### config.mk
export PLATFORM = sky130hd
export DESIGN_NAME = iac_regs
export DESIGN_NICKNAME = d
export VERILOG_FILES = /design/src/hw/iac_pkg.sv /design/src/hw/iac_stamp.sv /design/src/hw/iac_regs.sv
export SDC_FILE = /design/constraint.sdc
export NUM_CORES = 1
export LEC_CHECK = 0
export BUFFER_PORTS_ARGS = -buffer_cell sky130_fd_sc_hd__buf_4
export CORE_ASPECT_RATIO = 0.7
export CORE_MARGIN = 8
export CORE_UTILIZATION = 51
export DETAILED_ROUTE_END_ITERATION = 7
export PLACE_DENSITY = 0.74
export SLEW_MARGIN = 15
export SYNTH_ARGS = -nofsm -noshare
export SYNTH_HDL_FRONTEND = slang
export SYNTH_SLANG_ARGS = --single-unit
### constraint.sdc
create_clock -name CLK -period 8.4 [get_ports CLK]
set_input_delay 1.26 -clock CLK [delete_from_list [all_inputs] [get_ports CLK]]
set_output_delay 1.26 -clock CLK [all_outputs]
set_load 0.005 [all_outputs]
### src/hw/iac_pkg.sv
package iac_pkg;

  // register offsets, accelerometer map
  localparam logic [7:0] A_ID    = 8'h00;
  localparam logic [7:0] A_ERR   = 8'h02;
  localparam logic [7:0] A_STAT  = 8'h03;
  localparam logic [7:0] A_XL    = 8'h12;
  localparam logic [7:0] A_XH    = 8'h13;
  localparam logic [7:0] A_YL    = 8'h14;
  localparam logic [7:0] A_YH    = 8'h15;
  localparam logic [7:0] A_ZL    = 8'h16;
  localparam logic [7:0] A_ZH    = 8'h17;
  localparam logic [7:0] A_TS0   = 8'h18;
  localparam logic [7:0] A_TS1   = 8'h19;
  localparam logic [7:0] A_TS2   = 8'h1a;
  localparam logic [7:0] A_INT1  = 8'h1d;
  localparam logic [7:0] A_TMPH  = 8'h22;
  localparam logic [7:0] A_TMPL  = 8'h23;
  localparam logic [7:0] A_QFL   = 8'h24;
  localparam logic [7:0] A_QFH   = 8'h25;
  localparam logic [7:0] A_QRD   = 8'h26;
  localparam logic [7:0] A_CONF  = 8'h40;
  localparam logic [7:0] A_RANGE = 8'h41;
  localparam logic [7:0] A_DECI  = 8'h45;
  localparam logic [7:0] A_THRL  = 8'h46;
  localparam logic [7:0] A_THRH  = 8'h47;
  localparam logic [7:0] A_QCA   = 8'h48;
  localparam logic [7:0] A_QCB   = 8'h49;
  localparam logic [7:0] A_PIN1  = 8'h53;
  localparam logic [7:0] A_PIN2  = 8'h54;
  localparam logic [7:0] A_MAP   = 8'h58;
  localparam logic [7:0] A_SELF  = 8'h6d;
  localparam logic [7:0] A_RSV_LO = 8'h6e;
  localparam logic [7:0] A_RSV_HI = 8'h7b;
  localparam logic [7:0] A_PSAVE = 8'h7c;
  localparam logic [7:0] A_PEN   = 8'h7d;
  localparam logic [7:0] A_SRST  = 8'h7e;

  // command values for the reset register
  localparam logic [7:0] CMD_SOFT_RESET  = 8'hb6;
  localparam logic [7:0] CMD_QUEUE_FLUSH = 8'hb0;

  // status fields
  localparam int         DRDY_BIT  = 7;
  localparam logic [6:0] STAT_LOW  = 7'h10;
  localparam logic [4:0] TMP_PAD   = 5'h00;

  // timestamp tick
  localparam real TICK_US     = 39.0625;
  localparam real CLK_MHZ     = 250.0;
  localparam int  TICK_CYCLES = $rtoi(TICK_US * CLK_MHZ);

  typedef struct packed {
    logic [7:0] sample_filter;
    logic [7:0] full_scale;
    logic [7:0] decimation;
    logic [7:0] thr_low;
    logic [7:0] thr_high;
    logic [7:0] queue_a;
    logic [7:0] queue_b;
    logic [7:0] pin_one;
    logic [7:0] pin_two;
    logic [7:0] routing;
    logic [7:0] self_check;
    logic [7:0] power_save;
    logic [7:0] power_enable;
  } iac_cfg_t;

  localparam iac_cfg_t CFG_RESET = '{
    sample_filter: 8'ha8, full_scale: 8'h01, decimation: 8'h80,
    thr_low: 8'h00, thr_high: 8'h02, queue_a: 8'h02, queue_b: 8'h10,
    pin_one: 8'h00, pin_two: 8'h00, routing: 8'h00, self_check: 8'h00,
    power_save: 8'h03, power_enable: 8'h00};

  typedef struct packed {
    logic       sel;
    logic       addr_vld;
    logic [7:0] addr;
    logic       wr;
    logic       rd;
    logic [7:0] wdata;
  } iac_req_t;

  typedef struct packed {
    logic [15:0] x;
    logic [15:0] y;
    logic [15:0] z;
  } iac_smp_t;

endpackage : iac_pkg

### src/hw/iac_stamp.sv
`timescale 1ns/1ns
module iac_stamp
  import iac_pkg::*;
#(
  parameter int TICK = TICK_CYCLES
) (
  // clock and reset
  input  wire logic        CLK,
  input  wire logic        RST,
  // synchronous clear from the soft reset command
  input  wire logic        CLR,
  // running 24-bit time
  output logic [23:0]      STAMP
);

  localparam int DW = $clog2(TICK);

  logic [DW-1:0] div_q;
  logic [23:0]   cnt_q;
  wire           tick = (div_q == DW'(TICK - 1));

  // lowest byte steps once a tick, carries ripple into upper bytes
  always_ff @(posedge CLK or posedge RST) begin
    if (RST) begin
      div_q <= '0;
      cnt_q <= '0;
    end else if (CLR) begin
      div_q <= '0;
      cnt_q <= '0;
    end else begin
      div_q <= tick ? '0 : div_q + 1'b1;
      cnt_q <= tick ? cnt_q + 24'h000001 : cnt_q;
    end
  end

  assign STAMP = cnt_q;

  chk_stamp_steps: assert property (@(posedge CLK) disable iff (RST)
    !$past(CLR) && cnt_q != $past(cnt_q) |-> $past(tick) && cnt_q == $past(cnt_q) + 24'h000001)
    else $error("timestamp moved off a tick or by more than one");

endmodule : iac_stamp

### src/hw/iac_regs.sv
// Notes on behaviour
// - All control, configuration and results are reached only by register reads and writes.
// - Each register is one byte and sits in an eight-bit register address space.
// - This bank is the acceleration map alone, with its own address space.
// - The host reaches this map only while its select is asserted.
// - Addresses from just above the self-test slot up to just below the power-save register (0x6e to 0x7b) are reserved.
// - Reading an axis low byte freezes its high byte until that high byte is read.
// - The 24-bit timestamp steps its low byte once a tick and carries upward.
// - The data-ready interrupt flag clears when its status register is read.
// - Burst reads of the queue read port keep the address fixed instead of incrementing.
`timescale 1ns/1ns
module iac_regs
  import iac_pkg::*;
#(
  parameter int         TICK    = TICK_CYCLES,
  parameter logic [7:0] PART_ID = 8'h5a // arbitrary identifier value
) (
  // clock and reset
  input  wire logic        CLK,
  input  wire logic        RST,
  // host access from the serial front end
  input  wire iac_req_t    HOST_REQ,
  output logic [7:0]       RDATA,
  output logic             RD_ACK,
  // sensor core results
  input  wire logic        SMP_VLD,
  input  wire iac_smp_t    SMP,
  input  wire logic        TMP_VLD,
  input  wire logic [10:0] TMP,
  input  wire logic [2:0]  ERR_CODE,
  input  wire logic        ERR_FATAL,
  // sample queue
  input  wire logic [13:0] QUEUE_FILL,
  input  wire logic [7:0]  QUEUE_BYTE,
  output logic             QUEUE_POP,
  output logic             QUEUE_FLUSH,
  // configuration toward the core
  output iac_cfg_t         CFG,
  output logic             SOFT_RESET
);

  function automatic logic is_reserved(input logic [7:0] a);
    is_reserved = (a >= A_RSV_LO) && (a <= A_RSV_HI);
  endfunction : is_reserved

  function automatic logic [7:0] next_ptr(input logic [7:0] a);
    next_ptr = (a == A_QRD) ? a : a + 8'h01;
  endfunction : next_ptr

  // access decode
  logic [7:0] ptr_q, ptr_d;
  wire [7:0]  acc_addr = HOST_REQ.addr_vld ? HOST_REQ.addr : ptr_q;
  wire        sel      = HOST_REQ.sel;
  wire        do_rd    = sel && HOST_REQ.rd;
  wire        do_wr    = sel && HOST_REQ.wr && !HOST_REQ.rd;
  wire        moved    = do_rd || do_wr;
  wire        rd_int1  = do_rd && (acc_addr == A_INT1);
  wire        rd_xl    = do_rd && (acc_addr == A_XL);
  wire        rd_yl    = do_rd && (acc_addr == A_YL);
  wire        rd_zl    = do_rd && (acc_addr == A_ZL);
  wire        rd_xh    = do_rd && (acc_addr == A_XH);
  wire        rd_yh    = do_rd && (acc_addr == A_YH);
  wire        rd_zh    = do_rd && (acc_addr == A_ZH);
  wire        rd_axis  = rd_xl || rd_yl || rd_zl || rd_xh || rd_yh || rd_zh;
  wire        rd_queue = do_rd && (acc_addr == A_QRD);
  wire        wr_srst  = do_wr && (acc_addr == A_SRST);
  wire        soft_rst = wr_srst && (HOST_REQ.wdata == CMD_SOFT_RESET);
  wire        flush    = wr_srst && (HOST_REQ.wdata == CMD_QUEUE_FLUSH);

  assign ptr_d = sel && HOST_REQ.addr_vld && !moved ? HOST_REQ.addr :
                 moved ? next_ptr(acc_addr) : ptr_q;

  // state
  iac_cfg_t   cfg_q, cfg_d;
  iac_smp_t   smp_q;
  logic [2:0] lock_q;
  logic [7:0] hold_q [3];
  logic [10:0] tmp_q;
  logic       stat_drdy_q, int_drdy_q, fatal_q;
  logic [2:0] err_q;
  logic [7:0] rdata_q;
  logic       ack_q, pop_q, flush_q, srst_q;
  logic [23:0] stamp;

  wire [7:0] live_hi [3];
  assign live_hi[0] = smp_q.x[15:8];
  assign live_hi[1] = smp_q.y[15:8];
  assign live_hi[2] = smp_q.z[15:8];
  wire [2:0] rd_lo = {rd_zl, rd_yl, rd_xl};
  wire [2:0] rd_hi = {rd_zh, rd_yh, rd_xh};

  iac_stamp #(
    .TICK (TICK)
  ) u_stamp (
    .CLK   (CLK),
    .RST   (RST),
    .CLR   (soft_rst),
    .STAMP (stamp)
  );

  // configuration writes; reserved and read-only addresses fall to default
  always_comb begin
    cfg_d = cfg_q;
    if (soft_rst) begin
      cfg_d = CFG_RESET;
    end else if (do_wr) begin
      case (acc_addr)
        A_CONF:  cfg_d.sample_filter = HOST_REQ.wdata;
        A_RANGE: cfg_d.full_scale    = HOST_REQ.wdata;
        A_DECI:  cfg_d.decimation    = HOST_REQ.wdata;
        A_THRL:  cfg_d.thr_low       = HOST_REQ.wdata;
        A_THRH:  cfg_d.thr_high      = HOST_REQ.wdata;
        A_QCA:   cfg_d.queue_a       = HOST_REQ.wdata;
        A_QCB:   cfg_d.queue_b       = HOST_REQ.wdata;
        A_PIN1:  cfg_d.pin_one       = HOST_REQ.wdata;
        A_PIN2:  cfg_d.pin_two       = HOST_REQ.wdata;
        A_MAP:   cfg_d.routing       = HOST_REQ.wdata;
        A_SELF:  cfg_d.self_check    = HOST_REQ.wdata;
        A_PSAVE: cfg_d.power_save    = HOST_REQ.wdata;
        A_PEN:   cfg_d.power_enable  = HOST_REQ.wdata;
        default: cfg_d = cfg_q;
      endcase
    end
  end

  // read selection
  logic [7:0] rd_byte;
  always_comb begin
    case (acc_addr)
      A_ID:    rd_byte = PART_ID;
      A_ERR:   rd_byte = {3'h0, err_q, 1'b0, fatal_q};
      A_STAT:  rd_byte = {stat_drdy_q, STAT_LOW};
      A_XL:    rd_byte = smp_q.x[7:0];
      A_XH:    rd_byte = lock_q[0] ? hold_q[0] : live_hi[0];
      A_YL:    rd_byte = smp_q.y[7:0];
      A_YH:    rd_byte = lock_q[1] ? hold_q[1] : live_hi[1];
      A_ZL:    rd_byte = smp_q.z[7:0];
      A_ZH:    rd_byte = lock_q[2] ? hold_q[2] : live_hi[2];
      A_TS0:   rd_byte = stamp[7:0];
      A_TS1:   rd_byte = stamp[15:8];
      A_TS2:   rd_byte = stamp[23:16];
      A_INT1:  rd_byte = {int_drdy_q, 7'h00};
      A_TMPH:  rd_byte = tmp_q[10:3];
      A_TMPL:  rd_byte = {tmp_q[2:0], TMP_PAD};
      A_QFL:   rd_byte = QUEUE_FILL[7:0];
      A_QFH:   rd_byte = {2'h0, QUEUE_FILL[13:8]};
      A_QRD:   rd_byte = QUEUE_BYTE;
      A_CONF:  rd_byte = cfg_q.sample_filter;
      A_RANGE: rd_byte = cfg_q.full_scale;
      A_DECI:  rd_byte = cfg_q.decimation;
      A_THRL:  rd_byte = cfg_q.thr_low;
      A_THRH:  rd_byte = cfg_q.thr_high;
      A_QCA:   rd_byte = cfg_q.queue_a;
      A_QCB:   rd_byte = cfg_q.queue_b;
      A_PIN1:  rd_byte = cfg_q.pin_one;
      A_PIN2:  rd_byte = cfg_q.pin_two;
      A_MAP:   rd_byte = cfg_q.routing;
      A_SELF:  rd_byte = cfg_q.self_check;
      A_PSAVE: rd_byte = cfg_q.power_save;
      A_PEN:   rd_byte = cfg_q.power_enable;
      default: rd_byte = 8'h00;
    endcase
  end

  // host side registers
  always_ff @(posedge CLK or posedge RST) begin
    if (RST) begin
      ptr_q   <= 8'h00;
      cfg_q   <= CFG_RESET;
      rdata_q <= 8'h00;
      ack_q   <= 1'b0;
      pop_q   <= 1'b0;
      flush_q <= 1'b0;
      srst_q  <= 1'b0;
    end else begin
      ptr_q   <= soft_rst ? 8'h00 : ptr_d;
      cfg_q   <= cfg_d;
      rdata_q <= do_rd ? rd_byte : rdata_q;
      ack_q   <= do_rd;
      pop_q   <= rd_queue;
      flush_q <= flush;
      srst_q  <= soft_rst;
    end
  end

  // sample, status and interrupt flags; a new sample wins over a clearing read
  always_ff @(posedge CLK or posedge RST) begin
    if (RST) begin
      smp_q       <= '0;
      tmp_q       <= '0;
      stat_drdy_q <= 1'b0;
      int_drdy_q  <= 1'b0;
      err_q       <= 3'h0;
      fatal_q     <= 1'b0;
    end else if (soft_rst) begin
      smp_q       <= '0;
      tmp_q       <= '0;
      stat_drdy_q <= 1'b0;
      int_drdy_q  <= 1'b0;
      err_q       <= 3'h0;
      fatal_q     <= 1'b0;
    end else begin
      smp_q       <= SMP_VLD ? SMP : smp_q;
      tmp_q       <= TMP_VLD ? TMP : tmp_q;
      stat_drdy_q <= SMP_VLD || (stat_drdy_q && !rd_axis);
      int_drdy_q  <= SMP_VLD || (int_drdy_q && !rd_int1);
      err_q       <= ERR_CODE;
      fatal_q     <= fatal_q || ERR_FATAL;
    end
  end

  // high byte freeze per axis
  always_ff @(posedge CLK or posedge RST) begin
    if (RST) begin
      lock_q <= 3'h0;
      for (int i = 0; i < 3; i++) hold_q[i] <= 8'h00;
    end else begin
      for (int i = 0; i < 3; i++) begin
        if (soft_rst) begin
          lock_q[i] <= 1'b0;
          hold_q[i] <= 8'h00;
        end else if (rd_lo[i]) begin
          lock_q[i] <= 1'b1;
          hold_q[i] <= live_hi[i];
        end else if (rd_hi[i]) begin
          lock_q[i] <= 1'b0;
        end
      end
    end
  end

  assign RDATA       = rdata_q;
  assign RD_ACK      = ack_q;
  assign QUEUE_POP   = pop_q;
  assign QUEUE_FLUSH = flush_q;
  assign CFG         = cfg_q;
  assign SOFT_RESET  = srst_q;

  chk_drdy_read_clear: assert property (@(posedge CLK) disable iff (RST)
    rd_int1 && !SMP_VLD |=> !int_drdy_q ##1 (int_drdy_q == $past(SMP_VLD)))
    else $error("interrupt data-ready flag not cleared by status read");

  chk_drdy_set_wins: assert property (@(posedge CLK) disable iff (RST)
    SMP_VLD && !soft_rst |=> int_drdy_q && stat_drdy_q)
    else $error("new sample did not raise data-ready");

  chk_high_frozen: assert property (@(posedge CLK) disable iff (RST)
    rd_xl ##1 (!rd_xh && !rd_xl && !soft_rst) [*2] |-> lock_q[0] && $stable(hold_q[0]))
    else $error("x high byte changed while frozen");

  chk_high_pairs: assert property (@(posedge CLK) disable iff (RST)
    rd_xh && lock_q[0]
      |=> RDATA == $past(hold_q[0]) && !lock_q[0])
    else $error("x high byte read did not return the frozen half");

  chk_queue_addr_fixed: assert property (@(posedge CLK) disable iff (RST)
    rd_queue && !soft_rst |=> ptr_q == A_QRD && QUEUE_POP)
    else $error("queue read port address moved during burst");

  chk_addr_increment: assert property (@(posedge CLK) disable iff (RST)
    moved && acc_addr != A_QRD && !soft_rst |=> ptr_q == $past(acc_addr) + 8'h01)
    else $error("burst address did not advance by one");

  chk_reserved_zero: assert property (@(posedge CLK) disable iff (RST)
    do_rd && is_reserved(acc_addr) |=> RD_ACK && RDATA == 8'h00)
    else $error("reserved address read returned non-zero");

  chk_reserved_nowrite: assert property (@(posedge CLK) disable iff (RST)
    do_wr && is_reserved(acc_addr) |=> cfg_q == $past(cfg_q))
    else $error("write to reserved address changed configuration");

  chk_soft_reset: assert property (@(posedge CLK) disable iff (RST)
    soft_rst |=> cfg_q == CFG_RESET && SOFT_RESET && !int_drdy_q
      ##1 (SOFT_RESET == $past(soft_rst)))
    else $error("soft reset command did not restore registers");

  chk_other_cmd_ignored: assert property (@(posedge CLK) disable iff (RST)
    wr_srst && !soft_rst |=> $stable(cfg_q) && !SOFT_RESET)
    else $error("non-command write to reset register had an effect");

  chk_unselected_idle: assert property (@(posedge CLK) disable iff (RST)
    !sel |=> !RD_ACK && !QUEUE_POP && $stable(cfg_q))
    else $error("map reacted while not selected");

endmodule : iac_regs

==> results of run 1 <==
[power by group]
group | switching, mW | internal, mW | total (mW)
Combinational | 0.223 | 0.157 | 0.379
Clock | 0.509 | 0.711 | 1.22
Sequential | 0.0790 | 1.29 | 1.37
Total | 0.811 | 2.16 | 2.97
[worst paths after layout]
| path | to | depth (start not counted) |
|---|---|---|
| setup / recovery | CFG[96]$_DFFE_PP0P_ | 10 |
| hold reg to reg | hold_q[1]$_DFFE_PP0P_ | 2 |
| max in group asynchronous | CFG[26]$_DFFE_PP0P_ | 3 |
| hold / removal | hold_q[1]$_DFFE_PP0P_ | 2 |
| setup reg to reg | CFG[96]$_DFFE_PP0P_ | 9 |
| min in group asynchronous | smp_q[2]$_DFFE_PP0P_ | 2 |
[Yosys cell counts, types with 3 or more instances]
cell	number
a21oi_1	20
o21ai_0	92
nand2_1	172
or3b_2	3
buf_1	5
a22o_1	17
nor3b_1	6
and3b_1	4
or4_1	4
o32a_1	5
a22oi_1	49
inv_1	13
mux2_2	53
a211oi_1	4
xnor2_1	12
a221oi_1	6
nand3_1	39
ha_1	7
nand3b_1	8
a32oi_1	13
and2_1	7
clkbuf_1	61
nor3_1	23
or3_1	7
and4_1	6
nand4_1	23
o21a_1	4
nand2b_1	3
or2_2	3
a2bb2oi_1	5
a222oi_1	4
a2111oi_0	6
o21ai_1	14
dfrtp_1	244
nor2_1	116
xor2_1	23
dfstp_2	10
and3_1	33
mux2i_1	78
buf_2	16
o41a_1	3
nor4bb_1	3
[area by class of cell]
type	instances	area [um^2]
antenna	1	2.502
clock buffer	40	783.3
clock inverter	8	133.9
fill	1987	9076
inverter	14	60.06
multi-input combinational	921	5938
sequential	254	6369
tap	325	406.6
timing repair buffer	239	1794
[cell usage in the layout (no fill, tap or decap), types with 17 or more instances in the layout]
master,n
a21oi_1,20
a22o_1,17
a22oi_1,49
and3_1,33
buf_4,239
clkbuf_16,26
dfrtp_1,244
mux2_2,53
mux2i_1,78
nand2_1,172
nand3_1,39
nand4_1,23
nor2_1,116
nor3_1,22
o21ai_0,92
xor2_1,23
[registers in the layout, indices dropped and copies added, names as in the netlist]
signal / flops
QUEUE_FLUSH: 1
RD_ACK: 1
RDATA: 8
u_stamp.div_q: 14
tmp_q: 11
fatal_q: 1
err_q: 3
CFG: 104
ptr_q: 8
stat_drdy_q: 1
u_stamp.STAMP: 24
live_hi: 24
SOFT_RESET: 1
QUEUE_POP: 1
smp_q: 24
hold_q: 24
lock_q: 3
int_drdy_q: 1
[worst max-delay path, cell delays in order]
cell	delay, ps
buf_4	360
mux2i_1	460
ha_1	230
buf_4	290
or4bb_1	460
nor3_1	130
and3b_2	660
buf_4	550
o21ai_1	420
mux2_2	380
[cell families (layout without fill, tap and decap cells)]
logic type,count (synthesis),after routing
buffers and inverters,99,301
AOI/OAI and AO/OA,271,271
and+or+nand+nor,475,475
xor gates and xnor gates,35,35
adders and majority gates,7,7
muxes,133,133
DFF,254,254
other,0,1
[stage by stage]
stage               std cells  util (%)  worst slack [ps]  hold WS, ps  area [um^2]
floorplan                1274         -             171.5        449.2        12710
global placement         1753     59.31              3264        465.6        14570
detailed placement       1753     59.31              3117        477.1        14570
CTS                      1801     63.04              3695        491.3        15480
global route             1801     63.04              3362        521.5        15480
finish                   1802     63.05              3604        489.2        15490
[metal layers]
metal	vias up	wire, um
met4	0	1556
li1	4964	-
met1	5698	20170
met2	738	20390
met3	106	5878
met5	-	0
==> reports/metrics.yaml, run 1 <==
run_status:
  outcome: "completed"
layout:
  fin_nets: 1572
  syn_to_final_growth_pct: 21.84
  final_layout_size_suffix_gt1_share_pct: 24.53
critical_path:
  reg2reg_from: "ptr_q[0]$_DFFE_PP0P_"
  crit_start: "HOST_REQ[18]"
  worstPathRequired_ps: 8840
  end_kind: "register"
  worstSetupPathType: "in2reg"
  regToRegSetupSlack_ps: 4420
  crit_fanout: 46
  critPathLaunchType: "primary input"
  crit_arrival_ps: 5230
placed_design:
  dp_hpwl_um: 35890
  place.gp.congestion: 1.018
  numPortBuffers: 224
global_routing:
  use_met3_pct: 8.411
  antenna_found_initial: 0
  first_global_vias: 11040
  met2_usage_pct: 44.20
  grt-busiest-layer: "met1"
  grt_first_pass_wirelength_um: 71350
  grt_overflow: 0
  grt_util_met1_pct: 44.68
  grt_max_degree: 112
  grt_usage_pct: 30.66
drt:
  drt_wl_total_um: 47990
  drt_iter0_drc: 1381
  avgRoutedWirePerCell_um: 26.63
  drt_pass1_iterations: 6
  via_per_inst: 6.385
  dr_total_vias: 11510
  post-route-drc-count: 0
  antenna_left: 0
floorplanning:
  start_util_pct: 51.75
  rows: 48
  die_h_um: 148.1
  die_area_um2: 30310
  die_x_um: 204.7
  coreArea_um2: 24560
  ios: 225
clock_network:
  hold_buffers: 0
  clock_path_buffers: 3
  clk_pin_slew_ps: 60
  cts_setup_buffers: 0
  cts_num_sinks: 254
  cts_buffers: 26
  cts_tree: "yes"
  cts_resized: 0
  clk_latency_ps: 550
  cts_htree_levels: 1
  cts_root_buffer: "clkbuf_16"
timing:
  finalCritPeriodShare_pct: 57.09
  relSlewSlack_pct: 26.58
  worst_pin_slew_ps: 1093
  grt_setup_unrepaired: "false"
  fin_crit_ps: 4796
  hold_viol_final: 0
  setup_viol: 0
  slew_viol_final: 0
  max_freq_ghz: 0.2085
  finalSetupTns_ps: 0
  fin_worst_skew_ps: 23.06
synthesis:
  syn_area_per_cell_um2: 9.977
  synth_top_family_by_area: "simple AND/OR/NAND/NOR gates"
  synthTopCellsByArea: "dfrtp_1, mux2i_1, nand2_1, mux2_2, o21ai_0"
  synth_compound_area_share_pct: 14.53
  synth-edff-count: 0
  yosys_warnings: 0
  async_reset_ff_share_pct: 100.0
  yosysTopAreaCell: "dfrtp_1"
  seq_area_frac_synth_pct: 50.10
  syn_nets: 1390
  synthXorXnorAreaFrac_pct: 2.412
  synth_top_area_share_pct: 48.04
  ys_ff_latch: 254
  synthDistinctLibCells: 78
  synthFlopType: "dfrtp_1"
  yosys.area_share.simple_pct: 18.02
  synth_cells: 1274
  synthesis.area_um2: 12710
  synthAdderAreaFrac_pct: 0.6890
  synth.area.mux_share_pct: 11.01
hold_path:
  worstHoldPathType: "reg2reg"
  min_from: "hold_q[1]$_DFFE_PP0P_"
power_and_ir_drop:
  p_total_mw: 2.969
  power_density_nw_per_um2: 191.7
  p_leak_nw: 7.270
  vdd_drop_max_v: 0.0001476
job:
  maxCapViolCount: 0
Note: power is estimated with default switching activity, not from simulation.
==> run 2: changes to the inputs <==
--- a/config.mk
+++ b/config.mk
@@ -8,9 +8,9 @@
 export BUFFER_PORTS_ARGS = -buffer_cell sky130_fd_sc_hd__buf_4
 export CORE_ASPECT_RATIO = 0.7
 export CORE_MARGIN = 8
-export CORE_UTILIZATION = 51
+export CORE_UTILIZATION = 57
 export DETAILED_ROUTE_END_ITERATION = 7
-export PLACE_DENSITY = 0.74
+export PLACE_DENSITY = 0.78
 export SLEW_MARGIN = 15
 export SYNTH_ARGS = -nofsm -noshare
 export SYNTH_HDL_FRONTEND = slang
==> constraint.sdc (replaced) <==
create_clock -name CLK -period 4.6 [get_ports CLK]
set_input_delay 0.69 -clock CLK [delete_from_list [all_inputs] [get_ports CLK]]
set_output_delay 0.69 -clock CLK [all_outputs]
set_load 0.005 [all_outputs]
==> run 2 against run 1 <==
Register-to-register slack got worse by 3900 ps; power increased by 86%; clock-buffer cell count down 5; non-clock buffer count is 15 higher; sequential share of layout area down 0.21 points; clock skew shrank 11 ps; routed wire length increased by 3.9%; largest power group unchanged; worst hold slack got worse by 150 ps; die area down 9.6%; utilization is 8.4 points higher.
==> reports/metrics.yaml, run 2 (synthesized netlist as in run 1, its figures left out) <==
drt:
  post-route-drc-count: 0  # unchanged
  via_per_inst: 6.719  # +5.2%
  avgRoutedWirePerCell_um: 28.15  # +5.7%
  drt_wl_total_um: 49860  # +3.9%
  antenna_left: 0  # unchanged
  drt_iter0_drc: 1489  # +7.8%
  routed.top_layer: "met5"
  wl_met3_um: 6196  # +5.4%
  wl_met1_um: 20340  # +0.83%
  dr_total_vias: 11900  # +3.4%
  wl_met2_um: 21100  # +3.5%
  drt_pass1_iterations: 7  # +1
timing:
  grt_setup_unrepaired: "false"
  relSlewSlack_pct: 19.84  # -6.7 points
  fin_worst_skew_ps: 11.72  # -11.34 ps
  finalCritPeriodShare_pct: 93.34
  setup_viol: 0  # unchanged
  setup_slack_ps: 306.5  # -3298 ps
  finalSetupTns_ps: 0  # unchanged
  fin_crit_ps: 4293
  slew_viol_final: 0  # unchanged
  hold_viol_final: 0  # unchanged
  worst_pin_slew_ps: 1200  # +107.0 ps
  max_freq_ghz: 0.2329
  whs_ps: 341.6  # -147.6 ps
floorplanning:
  start_util_pct: 58.33  # +6.6 points
  ios: 225  # unchanged
  die_x_um: 194.5  # -5.0%
  coreArea_um2: 21790  # -11%
  die_h_um: 140.9  # -4.8%
  die_area_um2: 27410  # -9.6%
  rows: 45  # -6.3%
placed_design:
  dp_hpwl_um: 37290  # +3.9%
  place.gp.congestion: 1.043  # +2.4%
  dp.cells: 1725  # -1.6%
  pre_cts_slack_ps: 124.1  # -2993 ps
  postPlaceCellArea_um2: 14640  # +0.52%
  numPortBuffers: 224  # unchanged
critical_path:
  reg2reg_to: "RDATA[3]$_DFFE_PP0N_"
  crit_path_max_incr_delay_ps: 1040  # +380 ps
  path_cells: "buf_4, mux2i_1, inv_1, ha_1, inv_1, a21oi_1, and2_1, a2111oi_0, nand4_1, o41a_1"
  worstPathRequired_ps: 5040  # -3800 ps
  regToRegSetupSlack_ps: 570  # -3850 ps
  worstSetupPathType: "in2reg"
  r2r_cells: 9  # unchanged
  crit_arrival_ps: 4730  # -500 ps
  crit_fanout: 44  # -4.3%
  critPathLaunchType: "primary input"
  cp_slowest_cell: "a2111oi_0"
  end_kind: "register"
  reg2reg_from: "ptr_q[0]$_DFFE_PP0P_"
  crit_top_cell: "inv_1"
layout:
  syn_to_final_growth_pct: 22.48
  diodes: 0  # -1
  final_cell_mix: "buf_4, dfrtp_1, nand2_1"
  largest_reg_flops: 104  # unchanged
  final_common_cell: "buf_4"
  post-route-util_pct: 71.45  # +8.4 points
  fin_nets: 1586  # +0.89%
  layout.cells.non_filler: 1771  # -1.7%
  final_layout_size_suffix_gt1_share_pct: 25.25  # +0.73 points
  stdcell_area_um2: 15570  # +0.52%
global_routing:
  antenna_found_initial: 1  # +1
  grt_usage_pct: 35.54  # +4.9 points
  grt_overflow: 0  # unchanged
  grt_max_degree: 97  # -13%
  first_global_vias: 11820  # +7.1%
  grt_first_pass_wirelength_um: 74350  # +4.2%
job:
  maxCapViolCount: 0  # unchanged
clock_network:
  cts_htree_levels: 1  # unchanged
  cts_buffers: 25  # -3.8%
  cts_setup_buffers: 0  # unchanged
  cts_num_sinks: 254  # unchanged
  cts_root_buffer: "clkbuf_16"
  cts_tree: "yes"
  clk_latency_ps: 550  # about the same
  clock_path_buffers: 3  # unchanged
  hold_buffers: 0  # unchanged
  clk_pin_slew_ps: 70  # about the same
  cts_resized: 0  # unchanged
power_and_ir_drop:
  vdd_drop_max_v: 0.0003147  # +110%
  p_total_mw: 5.534  # +86%
  p_leak_nw: 7.357  # +1.2%
  power_density_nw_per_um2: 355.5  # +85%
hold_path:
  worstHoldPathType: "in2async"
run_status:
  outcome: "completed"
## run 2: cell count changes in the layout (fill, tap and decap cells not counted), moves of 2 or more
cell       delta
buf_12        +2
buf_4        +13
bufinv_16     +3
clkbuf_1      -2
clkbuf_8      -2
## run 2: routing by layer
metal / vias up / GRT usage, %
met5: - / 0
met4: 2 / 13.99
met3: 162 / 11.08
met2: 860 / 51.13
met1: 5868 / 49.47
li1: 5008 / -
## run 2: worst max-delay path by stage
stage,from,endpoint,slack [ps],cells after the start
final,HOST_REQ[18],RDATA[3]$_DFFE_PP0N_,310,10
after global routing,HOST_REQ[18],RDATA[3]$_DFFE_PP0N_,300,10
after CTS,HOST_REQ[18],RDATA[3]$_DFFE_PP0N_,690,10
after detailed placement,HOST_REQ[18],RDATA[3]$_DFFE_PP0N_,120,10
after global placement,HOST_REQ[18],RDATA[3]$_DFFE_PP0N_,290,10
after floorplan,RST,CFG[0]$_DFFE_PP0P_,570,1
## run 2: area by class of cell
class                           count  area [um^2]
Inverter                           14        56.30
Clock inverter                     11        202.7
Multi-Input combinational cell    921         5933
Timing Repair Buffer              254         1932
Fill cell                        1587         6221
Sequential cell                   254         6369
Clock buffer                       35        723.2
Tap cell                          282        352.8
## run 2: power by group
part | internal [mW] | total [mW] | switching [mW] | leakage, nW
Combinational | 0.296 | 0.711 | 0.415 | 3.72
Sequential | 2.35 | 2.50 | 0.146 | 3.18
Clock | 1.39 | 2.32 | 0.935 | 0.457
## run 2: worst max-delay path: cells and delay by family
kind / cells / cell delay, ps
and+or+nand+nor: 2 / 710
AOI/OAI and AO/OA: 3 / 1720
muxes: 1 / 520
adders and majority gates: 1 / 250
buffers and inverters: 3 / 810
==> run 3: changes to the inputs <==
--- a/config.mk
+++ b/config.mk
@@ -11,6 +11,7 @@
 export CORE_UTILIZATION = 57
 export DETAILED_ROUTE_END_ITERATION = 7
 export PLACE_DENSITY = 0.78
+export SETUP_SLACK_MARGIN = 0.5
 export SLEW_MARGIN = 15
 export SYNTH_ARGS = -nofsm -noshare
 export SYNTH_HDL_FRONTEND = slang
==> run 3 against run 2 <==
Flip-flop and latch count unchanged; clock skew increased by 0.59 ps; register-to-register slack improved by 280 ps; final cell count unchanged; routed wire length increased by 0.27%; sequential share of layout area about the same; worst hold slack improved by 3.4 ps; critical endpoint unchanged.
==> reports/metrics.yaml, run 3 (synthesized netlist as in run 1, its figures left out) <==
timing:
  hold_viol_final: 0  # unchanged
  worst_pin_slew_ps: 1292  # +91.94 ps
  fin_worst_skew_ps: 12.31  # +0.5894 ps
  relSlewSlack_pct: 13.70  # -6.1 points
  fin_crit_ps: 4010  # -283.6 ps
  max_freq_ghz: 0.2494  # +7.1%
  setup_viol: 0  # unchanged
  grt_setup_unrepaired: "false"
  finalSetupTns_ps: 0  # unchanged
  slew_viol_final: 0  # unchanged
  finalCritPeriodShare_pct: 87.17  # -6.2 points
critical_path:
  crit_path_max_incr_delay_ps: 850  # -190 ps
  critPathLaunchType: "primary input"
  reg2reg_from: "ptr_q[0]$_DFFE_PP0P_"
  reg2reg_to: "RDATA[3]$_DFFE_PP0N_"
  worstSetupPathType: "in2reg"
  crit_arrival_ps: 4450  # -280 ps
  end_kind: "register"
  crit_fanout: 44  # unchanged
  regToRegSetupSlack_ps: 850  # +280 ps
  path_cells: "buf_4, mux2i_1, inv_1, ha_1, inv_1, a21oi_1, and2_1, a2111oi_1, nand4_1, o41a_1"
  cp_slowest_cell: "a2111oi_1"
  worstPathRequired_ps: 5040  # about the same
  crit_top_cell: "inv_1"
  r2r_cells: 9  # unchanged
layout:
  final_common_cell: "buf_4"
  largest_reg_flops: 104  # unchanged
  fin_nets: 1586  # unchanged
  stdcell_area_um2: 15570  # about the same
  syn_to_final_growth_pct: 22.49  # about the same
  final_layout_size_suffix_gt1_share_pct: 25.25  # unchanged
  diodes: 0  # unchanged
  final_cell_mix: "buf_4, dfrtp_1, nand2_1"
floorplanning:
  coreArea_um2: 21790  # unchanged
  start_util_pct: 58.33  # unchanged
  ios: 225  # unchanged
  die_area_um2: 27410  # unchanged
  rows: 45  # unchanged
  die_x_um: 194.5  # unchanged
  die_h_um: 140.9  # unchanged
clock_network:
  cts_buffers: 25  # unchanged
  cts_htree_levels: 1  # unchanged
  hold_buffers: 0  # unchanged
  cts_tree: "yes"
  clk_pin_slew_ps: 70  # about the same
  cts_root_buffer: "clkbuf_16"
  clock_path_buffers: 3  # unchanged
  cts_num_sinks: 254  # unchanged
  clk_latency_ps: 550  # about the same
global_routing:
  grt_first_pass_wirelength_um: 74350  # unchanged
  grt_usage_pct: 35.54  # unchanged
  grt_max_degree: 97  # unchanged
  grt_overflow: 0  # unchanged
  antenna_found_initial: 1  # unchanged
  first_global_vias: 11820  # unchanged
power_and_ir_drop:
  p_leak_nw: 7.358  # about the same
  p_total_mw: 5.533  # about the same
  power_density_nw_per_um2: 355.4  # about the same
  vdd_drop_max_v: 0.0003148  # about the same
drt:
  drt_pass1_iterations: 6  # -1
  post-route-drc-count: 0  # unchanged
  antenna_left: 0  # unchanged
  via_per_inst: 6.657  # -0.92%
  drt_iter0_drc: 1472  # -1.1%
  drt_wl_total_um: 50000  # +0.27%
  dr_total_vias: 11790  # -0.92%
  avgRoutedWirePerCell_um: 28.23  # +0.27%
placed_design:
  numPortBuffers: 224  # unchanged
  postPlaceCellArea_um2: 14640  # unchanged
  dp_hpwl_um: 37290  # unchanged
  place.gp.congestion: 1.043  # unchanged
hold_path:
  worstHoldPathType: "in2async"
job:
  maxCapViolCount: 0  # unchanged
run_status:
  outcome: "completed"
run 3: how the worst max path moves through the flow:
| stage | startpoint | to | slack, ps |
|---|---|---|---|
| 2_1_floorplan | RST | CFG[0]$_DFFE_PP0P_ | 570 |
| 3_3_place_gp | HOST_REQ[18] | RDATA[3]$_DFFE_PP0N_ | 290 |
| 3_5_place_dp | HOST_REQ[18] | RDATA[3]$_DFFE_PP0N_ | 120 |
| 4_1_cts | HOST_REQ[18] | RDATA[3]$_DFFE_PP0N_ | 690 |
| 5_1_grt | HOST_REQ[18] | RDATA[3]$_DFFE_PP0N_ | 510 |
| 6_report | HOST_REQ[18] | RDATA[3]$_DFFE_PP0N_ | 590 |
run 3: per-layer routing:
metal  vias up  share of wire, %  track usage [%]
met5         -             0.020                0
li1       5009                 -                -
met3       143                12            11.08
met1      5811                41            49.47
met4         2               4.2            13.99
met2       825                43            51.13
run 3: layout make-up:
type                            instances  area (um^2)
Sequential cell                       254         6369
Fill cell                            1589         6220
Multi-Input combinational cell        921         5934
Timing Repair Buffer                  254         1932
Clock buffer                           35        723.2
Tap cell                              282        352.8
Clock inverter                         11        202.7
Inverter                               14        56.30
run 3: critical path, delay by kind of cell:
family	cells	cell delay, ps
buffers and inverters	3	790
muxes	1	490
and+or+nand+nor	2	680
adders and majority gates	1	250
AOI/OAI and AO/OA	3	1520
run 3: through the flow:
stage	utilization (%)	cells	hold slack [ps]	setup WS [ps]
6_report	71.46	1771	345.0	590.1
5_1_grt	71.46	1771	346.8	507.0
4_1_cts	71.45	1771	354.2	691.3
3_5_place_dp	67.20	1725	476.5	124.1
3_3_place_gp	67.20	1725	464.6	292.2
2_1_floorplan	-	1274	449.2	574.5
run 3: power by group:
group          switching [mW]  internal (mW)
Combinational           0.414          0.296
Clock                   0.934           1.39
Sequential              0.146           2.35
Total                    1.49           4.04
run 3: repair_timing:
| item | in CTS | in global routing |
|---|---|---|
| gates resized for setup | 0 | 1 |
| buffers inserted | 0 | 0 |
| endpoints found under the setup margin | 0 | 1 |
